### src/logic/opmode_consts.vh
// constants for the operating mode and wake-up controller
`ifndef OPMODE_CONSTS_VH
`define OPMODE_CONSTS_VH
`define CKS_SUB        3'h7
`define SCC_CKS_RST    3'h0
`define SCC_KEEP_RST   1'h0
`define FAST_EN_RST    1'h1
`define FAST_SETTLE_NS 1000
`define SLOW_SETTLE_NS 100
`define CLK_PERIOD_NS  10
`define FAST_SETTLE_CYC ((`FAST_SETTLE_NS + `CLK_PERIOD_NS - 1) / `CLK_PERIOD_NS)
`define SLOW_SETTLE_CYC ((`SLOW_SETTLE_NS + `CLK_PERIOD_NS - 1) / `CLK_PERIOD_NS)
`define SWITCH_BASE_CYC 4
`define SWITCH_TAIL_CYC 2
`define MODE_RUN     3'h0
`define MODE_SLEEP   3'h1
`define MODE_IDLE_SUB_CLOCK_ONLY   3'h2
`define MODE_IDLE_BOTH_CLOCKS   3'h3
`define MODE_IDLE_FAST_CLOCK_ONLY   3'h4
`define MODE_WAKE    3'h5
`define WAKE_NONE    2'h0
`define WAKE_PIN     2'h1
`define WAKE_IRQ     2'h2
`define WAKE_WDT     2'h3
`endif

### src/logic/operating_mode_wakeup_control.v
// operating mode, clock select and wake-up control
// What this block does
// - select code 111 moves the system clock to the slow sub clock
// - slow switch completes only once the slow oscillator is stable
// - codes 000 to 110 select fast clock divided by 1 to 64
// - fast stable flag reports restart readiness; wake and clock switch wait for it when the select code is a fast one (000 to 110)
// - halt with both keep bits 0 enters sleep, only watchdog runs
// - halt with fast keep 0, slow keep 1 enters idle on sub clock
// - halt with both keep bits 1 enters idle with both clocks
// - halt with fast keep 1, slow keep 0 enters idle on fast clock
// - halt stops the cpu; memory, registers and ports stay unchanged
// - halt sets power-down flag and clears watchdog time-out flag
// - halt clears the watchdog counter, which keeps counting
// - wake on port a falling edge, interrupt or watchdog overflow
// - power-down flag clears only at power-up or clear-watchdog
// - watchdog wake sets time-out flag, resets only pc and stack
// - each port a pin has a wake enable; resume after the halt
// - disabled or stack-full interrupt wake resumes, request pending
// - enabled interrupt with stack room is vectored normally
// - a request already set before halt cannot wake the device
// - enabling fast oscillator: stable flag reads 0, then 1
// - clock switch takes four periods plus two more, then waits for the target oscillator to be ready
`timescale 1ns/1ps
`include "opmode_consts.vh"
module operating_mode_wakeup_control (
  // clock and reset
  input  wire       i_clk,
  input  wire       i_rst,
  // software control bits and slow oscillator ready
  input  wire [2:0] i_system_clock_select,
  input  wire       i_fast_osc_keep_in_halt,
  input  wire       i_slow_osc_keep_in_halt,
  input  wire       i_fast_osc_control,
  input  wire       i_slow_osc_ready,
  // cpu events
  input  wire       i_halt,
  input  wire       i_clr_wdt,
  input  wire       i_wdt_overflow,
  // interrupt status
  input  wire       i_irq_request,
  input  wire       i_irq_enable,
  input  wire       i_stack_full,
  // port a
  input  wire [7:0] i_port_a,
  input  wire [7:0] i_port_a_wake_enable,
  // status outputs
  output wire       o_fast_osc_stable_flag,
  output wire       o_power_down_flag,
  output wire       o_watchdog_timeout_flag,
  output wire [2:0] o_mode,
  // clock outputs
  output wire       o_sys_clk_en,
  output wire       o_sys_clk_is_sub,
  output wire       o_switch_busy,
  output wire       o_fast_osc_on,
  output wire       o_sub_osc_on,
  // cpu control
  output wire       o_cpu_hold,
  output wire       o_wdt_clear,
  output wire       o_pc_sp_reset,
  output wire       o_irq_vector,
  output wire       o_resume_next
);

  // operating modes
  localparam [2:0] ST_RUN   = `MODE_RUN;
  localparam [2:0] ST_SLEEP = `MODE_SLEEP;
  localparam [2:0] ST_IDLE_SUB_CLOCK_ONLY = `MODE_IDLE_SUB_CLOCK_ONLY;
  localparam [2:0] ST_IDLE_BOTH_CLOCKS = `MODE_IDLE_BOTH_CLOCKS;
  localparam [2:0] ST_IDLE_FAST_CLOCK_ONLY = `MODE_IDLE_FAST_CLOCK_ONLY;
  localparam [2:0] ST_WAKE  = `MODE_WAKE;

  // wake causes
  localparam [1:0] CAUSE_NONE = `WAKE_NONE;
  localparam [1:0] CAUSE_PIN  = `WAKE_PIN;
  localparam [1:0] CAUSE_IRQ  = `WAKE_IRQ;
  localparam [1:0] CAUSE_WDT  = `WAKE_WDT;

  // counter limits, compared at full integer width
  localparam integer FAST_LIM = `FAST_SETTLE_CYC;
  localparam integer SLOW_LIM = `SLOW_SETTLE_CYC;
  localparam integer SW_LIM   = `SWITCH_BASE_CYC + `SWITCH_TAIL_CYC - 1;

  // divider terminal count for a fast select code
  function [6:0] div_mask;
    input [2:0] sel;
    begin
      div_mask = (7'h01 << sel) - 7'h01;
    end
  endfunction

  // readiness of the oscillator behind a select code
  function osc_ready;
    input [2:0] sel;
    input       slow_ok;
    input       fast_ok;
    begin
      osc_ready = (sel == `CKS_SUB) ? slow_ok : fast_ok;
    end
  endfunction

  reg  [2:0]  mode_q;
  reg  [2:0]  mode_d;
  reg  [1:0]  cause_q;
  reg  [1:0]  cause_d;
  reg  [2:0]  sel_q;
  reg  [2:0]  sel_prev_q;
  reg  [2:0]  sw_cnt_q;
  reg         sw_busy_q;
  reg  [6:0]  div_q;
  reg  [7:0]  pa_q;
  reg         irq_armed_q;
  reg         pdf_q;
  reg         to_q;
  reg  [7:0]  fast_cnt_q;
  reg         fast_stable_q;
  reg         fast_on_prev_q;
  reg         wclr_q;
  reg         pcsp_q;
  reg         vec_q;
  reg         resume_q;
  reg  [3:0]  slow_cnt_q;
  reg         slow_stable_q;
  wire        halt_take;
  wire        slow_ready;
  wire        fast_on;
  wire        sub_on;
  wire        in_halt;
  wire        pin_wake;
  wire        irq_wake;
  wire        target_ready;

  assign halt_take = (mode_q == ST_RUN) && i_halt;
  assign in_halt = (mode_q != ST_RUN) && (mode_q != ST_WAKE);
  // sleep stops both; idle modes keep what the keep bits say
  assign fast_on = i_fast_osc_control &&
                   ((mode_q == ST_RUN) || (mode_q == ST_WAKE) ||
                    (mode_q == ST_IDLE_BOTH_CLOCKS) ||
                    (mode_q == ST_IDLE_FAST_CLOCK_ONLY));
  assign sub_on  = (mode_q != ST_SLEEP) &&
                   (mode_q != ST_IDLE_FAST_CLOCK_ONLY);
  assign pin_wake = |(pa_q & ~i_port_a & i_port_a_wake_enable);
  assign irq_wake = i_irq_request && irq_armed_q;
  assign slow_ready   = slow_stable_q && i_slow_osc_ready;
  assign target_ready = osc_ready(sel_q, slow_ready,
                                  fast_stable_q);

  // wake mode state machine
  always @* begin
    mode_d  = mode_q;
    cause_d = cause_q;
    case (mode_q)
      ST_RUN: begin
        if (i_halt) begin
          cause_d = CAUSE_NONE;
          case ({i_fast_osc_keep_in_halt, i_slow_osc_keep_in_halt})
            2'b00:   mode_d = ST_SLEEP;
            2'b01:   mode_d = ST_IDLE_SUB_CLOCK_ONLY;
            2'b11:   mode_d = ST_IDLE_BOTH_CLOCKS;
            default: mode_d = ST_IDLE_FAST_CLOCK_ONLY;
          endcase
        end
      end
      ST_SLEEP, ST_IDLE_SUB_CLOCK_ONLY, ST_IDLE_BOTH_CLOCKS, ST_IDLE_FAST_CLOCK_ONLY: begin
        if (i_wdt_overflow) begin
          mode_d  = ST_WAKE;
          cause_d = CAUSE_WDT;
        end else if (irq_wake) begin
          mode_d  = ST_WAKE;
          cause_d = CAUSE_IRQ;
        end else if (pin_wake) begin
          mode_d  = ST_WAKE;
          cause_d = CAUSE_PIN;
        end
      end
      ST_WAKE: begin
        if (target_ready) begin
          mode_d = ST_RUN;
        end
      end
      default: mode_d = ST_RUN;
    endcase
  end

  always @(posedge i_clk) begin
    if (i_rst) begin
      mode_q      <= ST_RUN;
      cause_q     <= CAUSE_NONE;
      pa_q        <= 8'hFF;
      irq_armed_q <= 1'h0;
      pdf_q       <= 1'h0;
      to_q        <= 1'h0;
      wclr_q      <= 1'h0;
      pcsp_q      <= 1'h0;
      vec_q       <= 1'h0;
      resume_q    <= 1'h0;
    end else begin
      mode_q   <= mode_d;
      cause_q  <= cause_d;
      pa_q     <= i_port_a;
      wclr_q   <= halt_take || ((mode_q == ST_RUN) && i_clr_wdt);
      pcsp_q   <= 1'h0;
      vec_q    <= 1'h0;
      resume_q <= 1'h0;
      if (halt_take) begin
        irq_armed_q <= ~i_irq_request;
      end else if (!i_irq_request) begin
        irq_armed_q <= 1'h1;
      end
      if (halt_take) begin
        pdf_q <= 1'h1;
      end else if (i_clr_wdt) begin
        pdf_q <= 1'h0;
      end
      if (halt_take) begin
        to_q <= 1'h0;
      end else if (in_halt && i_wdt_overflow) begin
        to_q <= 1'h1;
      end else if (i_clr_wdt) begin
        to_q <= 1'h0;
      end
      if ((mode_q == ST_WAKE) && target_ready) begin
        pcsp_q   <= (cause_q == CAUSE_WDT);
        vec_q    <= (cause_q == CAUSE_IRQ) && i_irq_enable &&
                    !i_stack_full;
        resume_q <= (cause_q == CAUSE_PIN) ||
                    ((cause_q == CAUSE_IRQ) &&
                     (!i_irq_enable || i_stack_full));
      end
    end
  end

  // fast oscillator settle tracking
  always @(posedge i_clk) begin
    if (i_rst) begin
      fast_cnt_q     <= 8'h00;
      fast_stable_q  <= 1'h0;
      fast_on_prev_q <= 1'h0;
    end else begin
      fast_on_prev_q <= fast_on;
      if (!fast_on || !fast_on_prev_q) begin
        fast_cnt_q    <= 8'h00;
        fast_stable_q <= 1'h0;
      end else if ({24'h000000, fast_cnt_q} < FAST_LIM) begin
        fast_cnt_q <= fast_cnt_q + 8'h01;
      end else begin
        fast_stable_q <= 1'h1;
      end
    end
  end

  // sub oscillator settle tracking after a restart
  always @(posedge i_clk) begin
    if (i_rst) begin
      slow_cnt_q    <= 4'h0;
      slow_stable_q <= 1'h0;
    end else if (!sub_on) begin
      slow_cnt_q    <= 4'h0;
      slow_stable_q <= 1'h0;
    end else if ({28'h0000000, slow_cnt_q} < SLOW_LIM) begin
      slow_cnt_q <= slow_cnt_q + 4'h1;
    end else begin
      slow_stable_q <= 1'h1;
    end
  end

  // clock select switch with settle delay
  always @(posedge i_clk) begin
    if (i_rst) begin
      sel_q      <= `SCC_CKS_RST;
      sel_prev_q <= `SCC_CKS_RST;
      sw_cnt_q   <= 3'h0;
      sw_busy_q  <= 1'h0;
      div_q      <= 7'h00;
    end else begin
      sel_prev_q <= i_system_clock_select;
      if (i_system_clock_select != sel_prev_q) begin
        sw_busy_q <= 1'h1;
        sw_cnt_q  <= 3'h0;
      end else if (sw_busy_q) begin
        if ({29'h00000000, sw_cnt_q} < SW_LIM) begin
          sw_cnt_q <= sw_cnt_q + 3'h1;
        end else if (osc_ready(i_system_clock_select, slow_ready,
                               fast_stable_q)) begin
          sel_q     <= i_system_clock_select;
          sw_busy_q <= 1'h0;
        end
      end
      if (div_q >= div_mask(sel_q)) begin
        div_q <= 7'h00;
      end else begin
        div_q <= div_q + 7'h01;
      end
    end
  end

  assign o_sys_clk_is_sub = (sel_q == `CKS_SUB);
  assign o_sys_clk_en     = (mode_q == ST_RUN) &&
                            (o_sys_clk_is_sub ? slow_ready
                             : (fast_stable_q &&
                                (div_q == div_mask(sel_q))));
  assign o_cpu_hold       = (mode_q != ST_RUN);
  assign o_fast_osc_stable_flag  = fast_stable_q;
  assign o_power_down_flag       = pdf_q;
  assign o_watchdog_timeout_flag = to_q;
  assign o_mode           = mode_q;
  assign o_switch_busy    = sw_busy_q;
  assign o_fast_osc_on    = fast_on;
  assign o_sub_osc_on     = sub_on;
  assign o_wdt_clear      = wclr_q;
  assign o_pc_sp_reset    = pcsp_q;
  assign o_irq_vector     = vec_q;
  assign o_resume_next    = resume_q;

endmodule

### config.mk
export PLATFORM = sky130hd
export DESIGN_NAME = operating_mode_wakeup_control
export DESIGN_NICKNAME = d
export VERILOG_FILES = /design/src/logic/operating_mode_wakeup_control.v
export VERILOG_INCLUDE_DIRS = /design/src /design/src/logic
export SDC_FILE = /design/constraint.sdc
export NUM_CORES = 1
export LEC_CHECK = 0
export ABC_AREA = 1
export BUFFER_PORTS_ARGS = -buffer_cell sky130_fd_sc_hd__buf_2
export CORE_ASPECT_RATIO = 1.2
export CORE_MARGIN = 5
export CORE_UTILIZATION = 41
export DETAILED_ROUTE_END_ITERATION = 12
export SKIP_CTS_REPAIR_TIMING = 1
export SLEW_MARGIN = 20
export SYNTH_ARGS = -nofsm -noshare
export SYNTH_HDL_FRONTEND = slang
export SYNTH_SLANG_ARGS = --single-unit
### constraint.sdc
create_clock -name i_clk -period 3.6 [get_ports i_clk]
set_input_delay 0.54 -clock i_clk [delete_from_list [all_inputs] [get_ports i_clk]]
set_output_delay 0.54 -clock i_clk [all_outputs]
set_load 0.02 [all_outputs]
==> flow_summary.yaml <==
floorplanning:
  dieArea_sq_mm: 0.00803
  rows: 31
  ios: 47
  coreArea_sq_mm: 0.00609
  start_util_pct: 42.6
  die_y_microns: 97.2
  die_w_microns: 82.6
grt:
  grt_pass1_vias: 2043
  grt_pass1_wl_mm: 8.80
  overflow: 0
  grt_max_degree: 19
  antenna_found_initial: 0
  track_usage_pct: 13.7
pwr:
  swShare_pct: 35.3
  p_int_mw: 1.01
  power.density_mw_per_mm2: 519
  power_frac_comb_pct: 31.5
  vdd_drop_max_v: 0.000251
  seqPwrFrac_pct: 43.4
  p_switching_mw: 0.552
  leakage_nw: 1.48
  power.share.clock_pct: 25.1
place:
  numPortBuffers: 46
  place_hpwl_mm: 4.02
  dp_cells: 479
  dp_slack_ps: 911
  place.gp.congestion: 0.826
logic_synthesis:
  synth_xor_area_share_pct: 5.06
  ys_warn_count: 0
  yosysTopAreaCellShare_pct: 40.1
  syn_nets: 399
  ys_types: 34
  synthTopCellsByArea: "dfxtp_1 (40%), nand2_1 (11%), inv_1 (7.5%), ha_1 (7.2%), nor2_1 (6.8%)"
  synth_cells: 353
  ys_ff_latch: 52
  netlist_area_sq_mm: 0.00259
  yosys.area_share.simple_pct: 30.1
  yosysTopAreaCell: "dfxtp_1"
  yosys.area_share.adder_pct: 7.23
  syn-mean-instance-area_sq_um: 7.35
  yosysSeqAreaShare_pct: 40.1
  synth_compound_area_share_pct: 8.53
  synth_top_family_by_area: "simple AND/OR/NAND/NOR gates"
  synthMuxAreaShare_pct: 0
worst_setup_path:
  crit_type: "reg2out"
  critPathCaptureType: "primary output"
  crit_top_cell: "inv_1"
  r2r_end: "div_q[6]"
  slowest_stage: "dfxtp_1"
  worstPathRequired_ps: 3060
  worst_path_largest_cell_delay_ps: 450
  path_cells: "inv_1, nand2_1, ha_1, inv_1, nor2_1, o21ai_0, ha_1, nand2_1, nor2_1, inv_1, nor3_1, o211a_1, buf_2"
  cp-start-kind: "flop"
  worstRegToRegCells: 12
  r2r_slack_ps: 1280
  crit_buf_inv: 4
  path_delay_family: "simple AND/OR/NAND/NOR gates"
  r2r_start: "sel_q[2]"
  crit_path_max_fanout: 7
  cp.arrival_ps: 2470
routing:
  viasPerCell: 4.56
  routed_wirelength_mm: 5.14
  drc: 0
  avgRoutedWirePerCell_microns: 10.6
  ant_nets: 0
  first_pass_iters: 6
  detailroute.via_count: 2222
  drtIter0Drc: 56
hold_path:
  whs_path_depth: 3
  hp-start: "i_port_a[7]"
  hold_path_end: "pa_q[7]"
  min_path_type: "in2reg"
clock_network:
  clk_latency_ps: 310
  cts.sinks: 52
  htree_levels: 2
  cts_buffers: 5
  clk_pin_slew_ps: 90
  cts.path.max_buffers: 2
  cts_tree: "yes"
  cts-root-buf: "clkbuf_8"
final_layout:
  antenna_cells: 0
  seq_area_sq_mm: 0.00104
  n_fill_cell: 650
  drive_gt1_share_pct: 18.5
  multi_input_area_sq_mm: 0.00132
  nets: 450
  area_delta_synth_final_pct: 16.2
  fin_cells: 487
sta:
  drv_slew: 0
  finalClockSkew_ps: 8.17
  min_period_ps: 3010
  hold_ws_ps: 411
  finalWorstSetupSlack_ps: 594
  setup_viol: 0
  tns_ps: 0
  period_share_pct: 83.5
  worst_pin_slew_ps: 543
  slew_headroom_pct: 63.5
  hold_viol: 0
  rsz0062_at_grt: "false"
  fmax_mhz: 333
run_status:
  status: "completed"
flow_run:
  cap_violations: 0
-- state kept, by name, indices dropped and copies added, names as in the netlist, 2 cells and up --
| signal | count |
|---|---|
| fast_cnt_q | 8 |
| pa_q | 8 |
| div_q | 7 |
| slow_cnt_q | 4 |
| o_mode | 3 |
| sel_prev_q | 3 |
| sel_q | 3 |
| sw_cnt_q | 3 |
| cause_q | 2 |
-- final cells by class --
type	instances	share of cell area, %
clock buffers	6	2.41
inverters	56	6.97
clock inverters	2	1.16
repair buffers	46	7.64
well taps	82	3.40
flip-flops and latches	52	34.5
multi-input cells	243	43.9
-- worst max path at each step --
stage                     startpoint            to  slack (ps)  cells past startpoint
after floorplan             sel_q[2]  o_sys_clk_en        1170                     12
after global placement      sel_q[2]  o_sys_clk_en         930                     13
after detailed placement    sel_q[2]  o_sys_clk_en         910                     13
after CTS                   sel_q[2]  o_sys_clk_en         560                     13
after global routing        sel_q[2]  o_sys_clk_en         250                     13
final                       sel_q[2]  o_sys_clk_en         590                     13
-- routing by layer --
layer	wire length, microns	global-route usage (%)	vias to the layer above	part of all wire, %
li1	-	-	1209	-
met3	223	2.50	9	4.3
met5	0	0	-	0
met1	2440	17.1	971	47
met4	78	5.28	0	1.5
met2	2400	22.7	33	47
-- synth_stat cells --
master,count
nand2_1,74
dfxtp_1,52
inv_1,52
nor2_1,47
nand3_1,26
a21oi_1,20
ha_1,15
o21ai_0,10
xnor2_1,8
xor2_1,7
nand2_2,5
a31oi_1,3
inv_2,3
nand2_4,3
nor2_2,3
nor3_1,3
a21oi_2,2
nand3_2,2
nor2_4,2
o21ai_1,2
and3_1,1
buf_4,1
clkbuf_8,1
clkinv_1,1
nand3b_1,1
nand4_1,1
nor3_2,1
nor3b_1,1
nor4_1,1
o211a_1,1
o211ai_1,1
o21bai_1,1
or2_1,1
or2_2,1
-- worst min-delay path, cell delays in order --
cell	delay, ps
buf_2	70
inv_1	40
nand2_1	40
-- placed cells by master (no fill, tap or decap), types with 2 or more instances in the layout --
cell type / instances
a21oi_1: 20
inv_2: 3
nand3_1: 26
nand3_2: 2
clkbuf_8: 5
a21oi_2: 2
o21ai_1: 2
xnor2_1: 8
nor2_4: 2
nor2_2: 3
a31oi_1: 3
o21ai_0: 10
nor2_1: 47
nand2_1: 74
xor2_1: 7
nand2_2: 5
buf_2: 46
dfxtp_1: 52
ha_1: 15
nand2_4: 3
nor3_1: 3
inv_1: 52
-- kinds of logic after synthesis --
group,count (synthesis)
AOI/OAI and AO/OA,40
xor gates and xnor gates,15
buffers and inverters,58
and+or+nand+nor,173
adders and majority gates,15
DFF,52
-- stage by stage --
stage          util [%]  instance area (sq um)  total power, mW
3_3_place_gp       47.7                   2910             1.19
2_1_floorplan         -                   2590             1.06
6_report           49.5                   3010             1.56
4_1_cts            49.5                   3010             1.59
5_1_grt            49.5                   3010             1.69
3_5_place_dp       47.7                   2910             1.19
-- power groups by stage --
stage	sequential [mW]	combinational [mW]	clock, mW
2_1_floorplan	0.716	0.340	0
3_3_place_gp	0.693	0.496	0
3_5_place_dp	0.694	0.495	0
4_1_cts	0.681	0.498	0.406
5_1_grt	0.691	0.563	0.433
6_report	0.679	0.492	0.393
Note: power is estimated with default switching activity, not from simulation.
